$ cat src/plfm_map.svh
// address, opcode and timing constants for the data move executor
// assumes it is included by bare name from the resolver and executor files
`ifndef PLFM_MAP_SVH
`define PLFM_MAP_SVH
`define PLFM_OP1_TOP      3'h2
`define PLFM_OP2_TOP      8'h01
`define PLFM_LOW_MAX      8'h1F
`define PLFM_ACC_ADDR     8'h0A
`define PLFM_IND0_ADDR    8'h00
`define PLFM_IND1_ADDR    8'h08
`define PLFM_PTR0_ADDR    8'h01
`define PLFM_PTR1_ADDR    8'h09
`define PLFM_ACC_RST      8'h00
`define PLFM_Q_LAST       2'h3
`endif

$ cat src/plfm_pkg.sv
// shared types for the data move executor
// assumes the map header defines the address constants
package plfm_pkg;
    typedef logic [7:0]  plfm_byte_t;
    typedef logic [15:0] plfm_word_t;
    typedef enum logic [3:0] {
        PLFM_Q1 = 4'b0001,
        PLFM_Q2 = 4'b0010,
        PLFM_Q3 = 4'b0100,
        PLFM_Q4 = 4'b1000
    } plfm_phase_t;
endpackage

$ cat src/plfm_addr_resolve.sv
// resolves an operand address through the indirect pointers
// assumes pointer values are held by the caller and stable during use
`timescale 1ns/100ps
`include "plfm_map.svh"
module plfm_addr_resolve
    import plfm_pkg::*;
(
    // raw operand and pointers
    input  wire plfm_pkg::plfm_byte_t rawAddr,
    input  wire plfm_pkg::plfm_byte_t ptr0,
    input  wire plfm_pkg::plfm_byte_t ptr1,
    // effective address
    output wire plfm_pkg::plfm_byte_t effAddr
);
    import plfm_pkg::*;
    // indirect registers stand for the byte their pointer names
    wire isInd0 = (rawAddr == `PLFM_IND0_ADDR);
    wire isInd1 = (rawAddr == `PLFM_IND1_ADDR);
    assign effAddr = isInd0 ? ptr0 : (isInd1 ? ptr1 : rawAddr);
endmodule

$ cat src/plfm_exec.sv
// executes the low-region-to-data and accumulator-to-data moves
// assumes one data port with combinational read and a four-phase cycle
`timescale 1ns/100ps
`include "plfm_map.svh"
module plfm_exec
    import plfm_pkg::*;
(
    // clock and control
    input  wire                  clk,
    input  wire                  rstn,
    input  wire                  clkEn,
    // instruction from fetch, taken at the first phase
    input  wire plfm_pkg::plfm_word_t instrWord,
    input  wire                  instrValid,
    // indirect pointers held by the core
    input  wire plfm_pkg::plfm_byte_t ptr0,
    input  wire plfm_pkg::plfm_byte_t ptr1,
    // data memory port
    input  wire plfm_pkg::plfm_byte_t memRdData,
    output var   plfm_pkg::plfm_byte_t memAddr,
    output var   plfm_pkg::plfm_byte_t memWrData,
    output logic                 memWrEn,
    // accumulator and status
    output var   plfm_pkg::plfm_byte_t accValue,
    output logic                 zeroFlag,
    output logic                 busy
);
    import plfm_pkg::*;

    plfm_phase_t phase_r, phase_nxt;
    plfm_word_t  instr_r;
    logic        act_r;
    plfm_byte_t  data_r;
    plfm_byte_t  acc_r, acc_nxt;
    logic        zero_r;

    // opcode decode of the latched word
    function automatic logic [1:0] plfmDecode(input plfm_word_t w);
        plfmDecode = {w[15:8] == `PLFM_OP2_TOP, w[15:13] == `PLFM_OP1_TOP};
    endfunction

    wire [1:0] dec     = plfmDecode(instr_r);
    wire       isLow   = act_r & dec[0];
    wire       isAcc   = act_r & dec[1];
    wire plfm_byte_t srcRaw = {3'h0, instr_r[12:8]};
    wire plfm_byte_t dstRaw = instr_r[7:0];
    wire plfm_byte_t srcEff;
    wire plfm_byte_t dstEff;

    // both operands go through indirect resolution
    plfm_addr_resolve srcRes (
        .rawAddr (srcRaw),
        .ptr0    (ptr0),
        .ptr1    (ptr1),
        .effAddr (srcEff)
    );
    plfm_addr_resolve dstRes (
        .rawAddr (dstRaw),
        .ptr0    (ptr0),
        .ptr1    (ptr1),
        .effAddr (dstEff)
    );

    // the accumulator lives here, so its reads and writes bypass memory
    wire        srcIsAcc = (srcEff == `PLFM_ACC_ADDR);
    wire        dstIsAcc = (dstEff == `PLFM_ACC_ADDR);
    wire plfm_byte_t srcByte = srcIsAcc ? acc_r : memRdData;
    wire plfm_byte_t moveVal = isLow ? data_r : acc_r;
    wire        doWrite  = (phase_r == PLFM_Q4) & (isLow | isAcc);

    // phase sequencer
    always_comb begin
        unique case (phase_r)
            PLFM_Q1: phase_nxt = PLFM_Q2;
            PLFM_Q2: phase_nxt = PLFM_Q3;
            PLFM_Q3: phase_nxt = PLFM_Q4;
            PLFM_Q4: phase_nxt = PLFM_Q1;
            default: phase_nxt = PLFM_Q1;
        endcase
    end

    // a write aimed at the accumulator lands here, memory is left alone
    always_comb begin
        acc_nxt = acc_r;
        if (doWrite & dstIsAcc) begin
            acc_nxt = moveVal;
        end
    end

    always_ff @(posedge clk or negedge rstn) begin
        if (!rstn) begin
            phase_r <= PLFM_Q1;
        end else if (clkEn) begin
            phase_r <= phase_nxt;
        end
    end

    // instruction latch at decode phase
    always_ff @(posedge clk or negedge rstn) begin
        if (!rstn) begin
            instr_r <= 16'h0000;
            act_r   <= 1'b0;
        end else if (clkEn && phase_r == PLFM_Q1) begin
            instr_r <= instrWord;
            act_r   <= instrValid;
        end
    end

    // source read while the port shows the source, i.e. through the third phase
    always_ff @(posedge clk or negedge rstn) begin
        if (!rstn) begin
            data_r <= 8'h00;
        end else if (clkEn && phase_r == PLFM_Q3 && isLow) begin
            data_r <= srcByte;
        end
    end

    // accumulator and zero flag; only the low-region move touches zero
    always_ff @(posedge clk or negedge rstn) begin
        if (!rstn) begin
            acc_r  <= `PLFM_ACC_RST;
            zero_r <= 1'b0;
        end else if (clkEn) begin
            acc_r <= acc_nxt;
            if (phase_r == PLFM_Q4 && isLow) begin
                zero_r <= (data_r == 8'h00);
            end
        end
    end

    // memory port registered so outputs come from flops; the source address
    // waits one phase so it is built from the freshly latched word
    wire plfm_byte_t addrNxt = (phase_nxt == PLFM_Q3) ? srcEff : dstEff;
    wire        wrNxt   = (phase_nxt == PLFM_Q4) & (isLow | isAcc)
                          & ~dstIsAcc;
    wire plfm_byte_t wdNxt = (phase_nxt == PLFM_Q4 && isLow) ? srcByte : acc_r;

    always_ff @(posedge clk or negedge rstn) begin
        if (!rstn) begin
            memAddr   <= 8'h00;
            memWrData <= 8'h00;
            memWrEn   <= 1'b0;
            accValue  <= `PLFM_ACC_RST;
            zeroFlag  <= 1'b0;
            busy      <= 1'b0;
        end else if (clkEn) begin
            memAddr   <= addrNxt;
            memWrData <= wdNxt;
            memWrEn   <= wrNxt;
            accValue  <= acc_nxt;
            zeroFlag  <= zero_r;
            busy      <= isLow | isAcc;
        end
    end
endmodule

$ cat config.mk
export PLATFORM = sky130hd
export DESIGN_NAME = plfm_exec
export DESIGN_NICKNAME = d
export VERILOG_FILES = /design/src/plfm_pkg.sv /design/src/plfm_addr_resolve.sv /design/src/plfm_exec.sv
export VERILOG_INCLUDE_DIRS = /design/src
export SDC_FILE = /design/constraint.sdc
export NUM_CORES = 1
export LEC_CHECK = 0
export BUFFER_PORTS_ARGS = -buffer_cell sky130_fd_sc_hd__buf_2
export CAP_MARGIN = 40
export CORE_UTILIZATION = 53
export CTS_CLUSTER_SIZE = 16
export DETAILED_ROUTE_END_ITERATION = 6
export GPL_TIMING_DRIVEN = 0
export PLACE_DENSITY = 0.82
export SLEW_MARGIN = 30
export SYNTH_ARGS = -nofsm -noshare
export SYNTH_HDL_FRONTEND = slang
export SYNTH_SLANG_ARGS = --single-unit
$ cat constraint.sdc
create_clock -name clk -period 2.94 [get_ports clk]
set_input_delay 0.147 -clock clk [delete_from_list [all_inputs] [get_ports clk]]
set_output_delay 0.147 -clock clk [all_outputs]
set_load 0.05 [all_outputs]
==> results.md, run 1 <==
* Worst R2R Setup Slack at roughly 0.30 ns
* Worst IR drop on VDD at 450 µV
* Final setup skew at roughly 0.0099 ns
* Synth Warn # at 0
* P_sw at between 1 and 1.5 mW
* Final wirelength at between 7000 and 8000 µm
* Sw frac at between 40% and 50%
* Core Area at ~5200 µm²
* Async S/R FF share, synth at 100%
* Fill count at approximately 420
* Post-synth cell types at 40
* Startpoint types: flop
* Worst r2r path cells at 6
* Worst EP required at 3.17 ns
* Dpl ws at about 0.31 ns
* Die extent in y at roughly 77 µm
* Routed vias at around 2600
* Detailed-route DRC error count at 0
* Max Fclk at roughly 0.38 GHz
* Fin worst setup slack at between 0.3 and 0.4 ns
* Placed instance count at around 420
* Htree depth at 3
* Tot GR Track Use at 26.7%
* Simple-gate share of the synthesized area at 13.6%
* Max Cap Viol at 0
* Syn Nets at between 300 and 400
* Mapped Cells at approximately 280
* Critical Path End: acc_r[1]
* Reg2Reg Launch Point: instr_r[4]
* CTS resizes at 0
* CP endpoint kind: flop
* Post-DRT Antenna Nets at 0
* Initial antenna violation count at 0
* WL/cell at approximately 17 µm
* R2R Path End: acc_r[1]
* Multiplexer area fraction after synthesis at ~20%
* Die X at ~77 µm
* Vias in the first global route at 2559
* Post-synth EDFFs at 0
* Layout cells sized above 1 at about a third
* Starting density of the core at between 50% and 60%
* Setup violators final at 0
* Synthesized area at just under 3000 µm²
* Post-Synth XOR/XNOR Area at 0%
* Clock share of power at about a fifth
* Synth Area in Compound Gates at 14.4%
* Clk_lat worst skew at between 0.3 and 0.4 ns
* Main combinational cell family by area after synthesis: multiplexers
* Hold Crit Start: instrWord[12]
* Worst-path fanout max at 8
* Internal at between 1.5 and 2 mW
* First-pass GRT wire length at roughly 12000 µm
* Reg power frac at between 30% and 40%
* Worst setup path class: reg -> reg
* Post-Layout Cell Count at 440
* Hold depth at 2
* # clock sinks at 57
* Largest net degree at the start of global routing at 58
* Setup TNS at 0 ns
* CTS Root Cell: clkbuf_8
* Vias per std cell at between 5 and 6
* Worst-Margin Slew at around 0.73 ns
* CP Launch Point: instr_r[4]
* Reg clk slew, reported paths at approximately 0.070 ns
* Tcrit/Tclk final at 89.7%
* Grt total ovfl at 0
* Status: finished clean
* GPL Wtd Cong at approximately 0.9
* Worst rel slew slack at 51.6%
* Critical Path AT at about 2.9 ns
* Post-detailed-placement half-perimeter wirelength at approximately 5300 µm
* Register area at 1430 µm²
* Final max-slew violation count at 0
* Min Hold Slack at ~0.038 ns
* RSZ-0062 raised after global routing: false
* I/O Pins at 71
* Cts bufs inserted at 9
* Hold Path Class: in -> reg
* FF+latch count, synth at 57
* Hold Violations, Final at 0
* Post-CTS Setup Inserts at 0
* Starting DRT DRC Count at between 150 and 200
* Design Power at between 3 and 4 mW
* Combinational share of power at between 40 and 50%
* Sequential share of the synthesized area at between 40% and 50%
* CTS tree: built
* Area Overhead vs Synth at 21.9%
* Pleak at roughly 1.7 nW
* Pwr dens at ~950 nW/µm²
* Site row count at 26
* Inserted Diodes at 0
* Layout net count at 409
* Buffers on Ports at 69
* Top_reg_cell synth: dfrtp_1
* Synth Area in Adders at 0%
* Fin crit period at about 2.6 ns
* Clk buf depth at 2
* First-pass DRT Iterations at 5
* Synthesized area per cell at 10.4 µm²
* Die area at a little under 6000 µm²
* Multi-input gate area at around 1400 µm²
cell usage after synthesis (6+ instances only):
master    count  area [µm²]
clkbuf_1      9        33.8
mux2i_1      23         230
mux2_2       32         360
a31oi_1       6        37.5
nor3_1        6        30.0
o21ai_0      26         130
dfrtp_1      56        1400
nand2_1      18        67.6
a21oi_1      19        95.1
nor2_1       20        75.1
inv_1        14        52.6
nor4_1        9        56.3
placed cells by master (no fill, tap or decap), types with 2 or more instances in the layout:
master	n
a31o_2	3
o2111ai_1	2
o21ai_0	26
nand2_1	18
nor4b_1	2
nor3_1	6
nor2_1	20
clkinv_2	3
nand3_1	4
mux2_2	32
nand4_1	2
nor4_1	8
o311ai_0	2
nor2b_1	2
o31ai_1	2
mux2i_1	23
a21oi_1	19
clkbuf_1	9
clkbuf_8	9
or4_1	2
inv_1	14
nor4_2	3
dfrtp_1	56
nand2b_1	4
buf_2	71
a31oi_1	6
routing by layer:
metal,routed length (µm),track usage [%]
met1,3180,34.1
met5,0,0
met3,461,8.50
met2,3500,42.8
met4,155,9.62
per-stage QoR:
stage | instance area [µm²] | utilization [%]
after floorplan | 2950 | -
after global placement | 3380 | 64.6
after detailed placement | 3390 | 64.8
after CTS | 3600 | 68.7
after global routing | 3600 | 68.7
final | 3600 | 68.7
how the worst min path moves through the flow:
stage	end	slack, ns
global route	instr_r[13]	0.03
detailed placement	instr_r[3]	0.26
floorplan	acc_r[0]	-0.15
global placement	instr_r[8]	0.38
CTS	instr_r[12]	0.03
finish	instr_r[12]	0.04
logic make-up (layout without fill, tap and decap cells):
| family | count (synthesis) | count (layout) |
|---|---|---|
| buffers and inverters | 27 | 113 |
| multiplexers | 55 | 55 |
| flip-flops | 57 | 57 |
| AND/OR/NAND/NOR | 76 | 76 |
| AO/OA/AOI/OAI | 69 | 69 |
critical path, stage by stage (launching register included):
cell	delay [ns]
dfrtp_1	0.46
nor4_2	0.61
nand4_1	0.23
a21oi_1	0.17
o2111ai_1	0.23
nor3_4	0.43
mux2_2	0.39
power by group through the flow:
stage          combinational [mW]  sequential (mW)  clock (mW)
2_1_floorplan               0.827             1.47           0
3_3_place_gp                 1.35             1.27           0
3_5_place_dp                 1.39             1.28           0
4_1_cts                      1.40             1.27       0.734
5_1_grt                      1.53             1.32       0.760
6_report                     1.41             1.28       0.723
state kept, by name (all words and copies together) (netlist names), 4 cells and up:
name	flops
acc_r	8
data_r	8
instr_r	16
phase_r	4
memAddr	8
memWrData	8
layout make-up:
class / count / share of cell area (%)
Sequential cell: 57 / 39.7
Multi-Input combinational cell: 200 / 39.6
Timing Repair Buffer: 70 / 9.95
Clock buffer: 9 / 3.44
Tap cell: 70 / 2.43
Clock inverter: 7 / 1.95
Buffer: 13 / 1.46
Inverter: 14 / 1.46
timing repair:
item	CTS	global route
hold endpoints to repair	56	0
endpoints found under the setup margin	0	0
hold buffers	1	0
No activity file was read; power rests on OpenSTA's default activity.
==> run 2: changes to the inputs <==
PLACE_DENSITY = 0.76   (was 0.82)
==> run 2 against run 1 <==
  * Critical path type unchanged
  * Global-route usage decreased by 0.53 points
  * Highest routed layer unchanged
  * Core utilization down 0.096 points
  * Largest cell class unchanged
  * Critical path depth did not move
  * Wire length shrank 2.2%
  * First-iteration DRC count grew 13%
  * Sequential cell count unchanged
==> results.md, run 2 (same netlist as run 1, synthesis figures left out) <==
* Final max-slew violation count at 0 (unchanged)
* Combinational share of power at 41.2% (about the same)
* Max reg flops at 16 (unchanged)
* Grt total ovfl at 0 (unchanged)
* Routed vias at 2551 (-2.0%)
* Reg clk slew, reported paths at 0.07 ns (about the same)
* Final wirelength at 7130 µm (-2.2%)
* Clk_lat worst skew at 0.34 ns (about the same)
* Worst setup path class: reg -> reg
* Worst-path fanout max at 8 (unchanged)
* Post-DRT Antenna Nets at 0 (unchanged)
* CTS tree: built
* Multi-input gate area at 1430 µm² (unchanged)
* Max Cap Viol at 0 (unchanged)
* First-pass DRT Iterations at 5 (unchanged)
* Htree depth at 3 (unchanged)
* CTS Root Cell: clkbuf_8
* Hold Violations, Final at 0 (unchanged)
* Pleak at 1.71 nW (-0.12%)
* CP max-delay cell: nor4_2
* P_sw at 1.42 mW (-1.8%)
* First-pass GRT wire length at 11900 µm (-2.5%)
* Clock share of power at 21.2% (about the same)
* Site row count at 26 (unchanged)
* Cts bufs inserted at 9 (unchanged)
* Fin crit period at 2.68 ns (+0.0389 ns)
* Max stage delay on crit path at 0.64 ns (+0.03 ns)
* Critical Path AT at 2.89 ns (+0.03 ns)
* Die area at 5870 µm² (unchanged)
* Worst-path cell chain: nor4_2 -> nand4_1 -> a21oi_1 -> o2111ai_1 -> nor3_4 -> mux2_2
* Max Fclk at 0.374 GHz (-1.5%)
* Post-detailed-placement half-perimeter wirelength at 5020 µm (-4.5%)
* Area Overhead vs Synth at 21.7%
* RSZ-0062 raised after global routing: false
* Final setup skew at 0.0102 ns (+0.000292 ns)
* Internal at 1.99 mW (+1.1%)
* I/O Pins at 71 (unchanged)
* Core Area at 5240 µm² (unchanged)
* Fill count at 428 (+2.6%)
* Register area at 1430 µm² (unchanged)
* Setup violators final at 0 (unchanged)
* Pwr dens at 948 nW/µm² (about the same)
* Worst IR drop on VDD at 599 µV (+33%)
* Clk buf depth at 2 (unchanged)
* Layout cells sized above 1 at 34.3% (-0.81 points)
* Die X at 76.6 µm (unchanged)
* WL/cell at 16.2 µm (-2.2%)
* Worst EP required at 3.16 ns (about the same)
* Vias in the first global route at 2426 (-5.2%)
* Startpoint types: flop
* Worst rel slew slack at 52.3% (+0.73 points)
* Inserted Diodes at 0 (unchanged)
* Layout net count at 409 (unchanged)
* Initial antenna violation count at 0 (unchanged)
* # clock sinks at 57 (unchanged)
* Biggest register: instr_r
* Die extent in y at 76.6 µm (unchanged)
* Tot GR Track Use at 26.2% (-0.53 points)
* Tcrit/Tclk final at 91.0% (+1.3 points)
* Starting DRT DRC Count at 222 (+13%)
* Starting density of the core at 56.4% (unchanged)
* Setup TNS at 0 ns (unchanged)
* Buffers on Ports at 69 (unchanged)
* Commonest non-fill, non-tap cell in the layout: buf_2
* Largest net degree at the start of global routing at 58 (unchanged)
* Hold Path Class: in -> reg
* Reg power frac at 37.5% (about the same)
* Design Power at 3.40 mW (about the same)
* Sw frac at 41.7% (-0.71 points)
* Vias per std cell at 5.80 (-2.0%)
* CP endpoint kind: flop
* Most frequent cells in the layout: 71 x buf_2, 56 x dfrtp_1, 32 x mux2_2
* Status: finished clean
* Worst-Margin Slew at 0.709 ns (-0.0168 ns)
* Detailed-route DRC error count at 0 (unchanged)
* GPL Wtd Cong at 0.932 (+0.98%)
[run 2: changes by cell type in the layout (fill, tap and decap cells not counted), sizes merged]
cell	change
clkinv	-2
clkbuf	+4
clkinvlp	-1
inv	-1
[run 2: metrics by stage]
stage	hold slack, ns	setup slack (ns)	util (%)	cells	instance area (µm²)
after floorplan	-0.149	0.722	-	284	2950
after global placement	0.380	0.289	64.6	423	3380
after detailed placement	0.243	0.314	64.8	423	3390
after CTS	0.0380	0.292	68.6	440	3590
after global routing	0.0352	0.104	68.6	440	3590
final	0.0410	0.265	68.6	440	3590
[run 2: final timing paths]
| check | startpoint | depth (start not counted) | end | slack (ns) |
|---|---|---|---|---|
| min reg2reg | zero_r | 2 | zero_r | 0.47 |
| max | instr_r[7] | 6 | acc_r[2] | 0.26 |
| min | instrWord[12] | 2 | instr_r[12] | 0.04 |
| max reg2reg | instr_r[7] | 6 | acc_r[2] | 0.26 |
| min in group asynchronous | rstn | 2 | instr_r[7] | 0.40 |
| max in group asynchronous | rstn | 2 | memWrEn | 2.06 |
[run 2: repair_timing]
action | 4_1_cts | 5_1_grt
buffers inserted | 0 | 0
resized for setup | 0 | 0
hold buffers | 1 | 0
hold endpoints to repair | 56 | 0
[run 2: routing by layer]
layer	vias up	track usage, %	share of wire (%)
li1	1206	-	-
met5	-	0	0
met3	14	4.43	6.2
met4	0	10.6	1.5
met2	121	39.9	46
met1	1210	37.2	46
[run 2: final cells by class]
cell class	instances	share of cell area, %
plain buffers	13	1.46
clock buffers	13	4.14
clock inverters	3	1.11
inverters	14	1.46
multi-input cells	200	39.7
flip-flops and latches	57	39.7
well taps	70	2.44
repair buffers	70	9.96
[run 2: power by group through the flow]
stage | logic [mW] | registers [mW] | clock network (mW)
after floorplan | 0.827 | 1.47 | 0
after global placement | 1.36 | 1.27 | 0
after detailed placement | 1.38 | 1.28 | 0
after CTS | 1.39 | 1.27 | 0.729
after global routing | 1.53 | 1.31 | 0.774
final | 1.40 | 1.28 | 0.723
[run 2: critical path: cells and delay by family (launching register included)]
kind | cells | cell delay (ns)
simple gates | 3 | 1.30
flops | 1 | 0.47
compound gates | 2 | 0.40
mux | 1 | 0.39
==> run 3: changes to the inputs <==
CORE_UTILIZATION = 54   (was 53)
CTS_CLUSTER_SIZE = 30   (was 16)
PLACE_DENSITY = 0.77   (was 0.76)
SYNTH_HIERARCHICAL = 1   (was not set)
==> run 3 against run 2 <==
  * Critical path depth increased by 3
  * Cell count shrank 1.1%
  * Fmax down 1.5%
  * Die area shrank 0.91%
  * Sequential share of layout area shrank 0.77 points
  * Largest power group is now sequential cells
==> results.md, run 3 <==
* Status: finished clean
* Area Overhead vs Synth at 23.0%
* First-pass GRT wire length at 10600 µm (-11%)
* Most numerous cell in the Yosys netlist: dfrtp_1
* Worst EP required at 3.16 ns (about the same)
* Routed vias at 2376 (-6.9%)
* Grt total ovfl at 0 (unchanged)
* Post-DRT Antenna Nets at 0 (unchanged)
* Max Fclk at 0.368 GHz (-1.5%)
* Setup violators final at 0 (unchanged)
* Post-synth cell types at 45 (+13%)
* Core Area at 5200 µm² (-0.62%)
* Buffers on Ports at 69 (unchanged)
* Final max-slew violation count at 0 (unchanged)
* Top_reg_cell synth: dfrtp_1
* Clk buf depth at 2 (unchanged)
* Inserted Diodes at 0 (unchanged)
* Layout net count at 405 (-0.98%)
* Vias per std cell at 5.46 (-5.8%)
* Sequential share of the synthesized area at 47.9% (-0.45 points)
* Synth cell count leaders: 56 x dfrtp_1, 30 x a21oi_1, 22 x mux2_1
* Hold Path Class: in -> reg
* Hold Violations, Final at 0 (unchanged)
* Fill count at 392 (-8.4%)
* Max stage delay on crit path at 0.59 ns (-0.05 ns)
* Pwr dens at 885 nW/µm² (-6.6%)
* Most frequent cells in the layout: 70 x buf_2, 56 x dfrtp_1, 30 x a21oi_1
* Commonest non-fill, non-tap cell in the layout: buf_2
* Detailed-route DRC error count at 0 (unchanged)
* RSZ-0062 raised after global routing: false
* Die extent in y at 76.3 µm (-0.46%)
* Starting density of the core at 57.2% (+0.88 points)
* Mapped Cells at 270 (-4.9%)
* Critical Path AT at 2.93 ns (+0.04 ns)
* Max Cap Viol at 0 (unchanged)
* Htree depth at 3 (unchanged)
* Die X at 76.3 µm (-0.46%)
* Async S/R FF share, synth at 100% (unchanged)
* Largest net degree at the start of global routing at 58 (unchanged)
* Post-synth EDFFs at 0 (unchanged)
* # clock sinks at 57 (unchanged)
* Area share of the largest cell type after synthesis at 47.0% (-0.44 points)
* GPL Wtd Cong at 0.849 (-8.9%)
* WL/cell at 15.1 µm (-6.6%)
* CP endpoint kind: flop
* Top post-synthesis cells by area: dfrtp_1 47%, mux2_1 8.3%, mux2i_1 5.4%
* Cts bufs inserted at 9 (unchanged)
* Biggest register: instr_r
* CP max-delay cell: or4_4
* CTS Root Cell: clkbuf_8
* Final wirelength at 6590 µm (-7.7%)
* Startpoint types: flop
* Synth Warn # at 6 (+6)
* Starting DRT DRC Count at 93 (-58%)
* Worst setup path class: reg -> reg
* First-pass DRT Iterations at 4 (-1)
* Reg clk slew, reported paths at 0.07 ns (about the same)
* Worst rel slew slack at 51.0% (-1.3 points)
* Initial antenna violation count at 0 (unchanged)
* CP top delay family: simple AND/OR/NAND/NOR gates
* Post-detailed-placement half-perimeter wirelength at 4760 µm (-5.2%)
* FF+latch count, synth at 57 (unchanged)
* Setup TNS at 0 ns (unchanged)
* Worst IR drop on VDD at 506 µV (-16%)
* CTS tree: built
* Final setup skew at 0.0120 ns (+0.00187 ns)
* I/O Pins at 71 (unchanged)
* Layout cells sized above 1 at 33.2% (-1.2 points)
* Final Core Density at 70.4% (+1.8 points)
* Fin crit period at 2.72 ns (+0.0412 ns)
* Pleak at 1.84 nW (+7.8%)
* Tcrit/Tclk final at 92.4% (+1.4 points)
* Min Hold Slack at 0.0317 ns (-0.00935 ns)
* Worst-path fanout max at 10 (+2)
* Synthesized area at 2980 µm² (+0.93%)
* Crit path buffers/inverters at 2 (+2)
* Synth area leader: dfrtp_1
* Max reg flops at 16 (unchanged)
* Tot GR Track Use at 23.7% (-2.5 points)
* Clk_lat worst skew at 0.33 ns (about the same)
* Synthesized area per cell at 11.0 µm² (+6.2%)
* Site row count at 26 (unchanged)
* Vias in the first global route at 2143 (-12%)
* Worst-Margin Slew at 0.729 ns (+0.0198 ns)
* Die area at 5820 µm² (-0.91%)
* Worst-path cell chain: or4_4 -> nor3_4 -> buf_4 -> a21oi_1 -> and4bb_1 -> nand2_2 -> buf_2 -> and3_1 -> a221o_1
==> run 3: power by group <==
part           leakage, nW  switching, mW  total (mW)  internal [mW]
clock network       0.0980          0.289       0.654          0.365
registers            0.730          0.281        1.34           1.06
logic                 1.02          0.750        1.25          0.501
total                 1.84           1.32        3.24           1.92
==> run 3: per-layer routing <==
metal / wire length [µm] / vias up / track usage, %
li1: - / 1164 / -
met1: 3250 / 1151 / 34.0
met2: 3010 / 55 / 35.3
met3: 257 / 6 / 5.15
met4: 67 / 0 / 9.04
met5: 0 / - / 0
==> run 3: stage by stage <==
step	instance area, µm²	cells	power [mW]	setup slack (ns)
2_1_floorplan	3010	278	2.24	0.435
3_3_place_gp	3440	417	2.52	0.168
3_5_place_dp	3440	417	2.56	0.143
4_1_cts	3630	433	3.24	0.139
5_1_grt	3660	435	3.44	0.0604
6_report	3660	435	3.24	0.223
==> run 3: final cells by class <==
class	instances	area (µm²)	share of cell area, %
plain buffers	10	73.8	2.02
clock buffers	12	165	4.51
clock inverters	3	15.0	0.410
inverters	17	63.8	1.74
multi-input cells	194	1460	39.8
flip-flops and latches	57	1430	39.0
well taps	70	87.6	2.39
repair buffers	72	373	10.2
==> run 3: path summary, 6_finish.rpt <==
check	startpoint	end	slack, ns	depth (start not counted)
setup / recovery	instr_r[8]	memWrData[6]	0.22	9
hold / removal	instrWord[12]	instr_r[12]	0.03	2
setup reg to reg	instr_r[8]	memWrData[6]	0.22	9
hold reg to reg	busy	busy	0.49	2
max in group asynchronous	rstn	instr_r[3]	2.07	2
min in group asynchronous	rstn	memWrData[6]	0.41	2
==> run 3: cell families (layout without fill, tap and decap cells) <==
logic type | after synthesis | after routing | share of synthesized area (%)
multiplexers | 44 | 44 | 16.0
AO/OA/AOI/OAI | 66 | 66 | 13.9
AND/OR/NAND/NOR | 75 | 75 | 17.4
flip-flops | 57 | 57 | 47.9
buffers and inverters | 27 | 114 | 4.62
other | 1 | 9 | 0.126
==> run 3: worst register-to-register path, stage by stage (launching register included) <==
cell and delay [ns]:
dfrtp_1 0.44, or4_4 0.59, nor3_4 0.21, buf_4 0.17
a21oi_1 0.08, and4bb_1 0.28, nand2_2 0.12, buf_2 0.26
and3_1 0.19, a221o_1 0.26
==> run 3: timing repair <==
| action | CTS | global route |
|---|---|---|
| setup buffers | 0 | 2 |
| hold endpoints to repair | 56 | 0 |
| endpoints found under the setup margin | 0 | 4 |
| gates resized for setup | 0 | 2 |
| hold buffers | 1 | 0 |
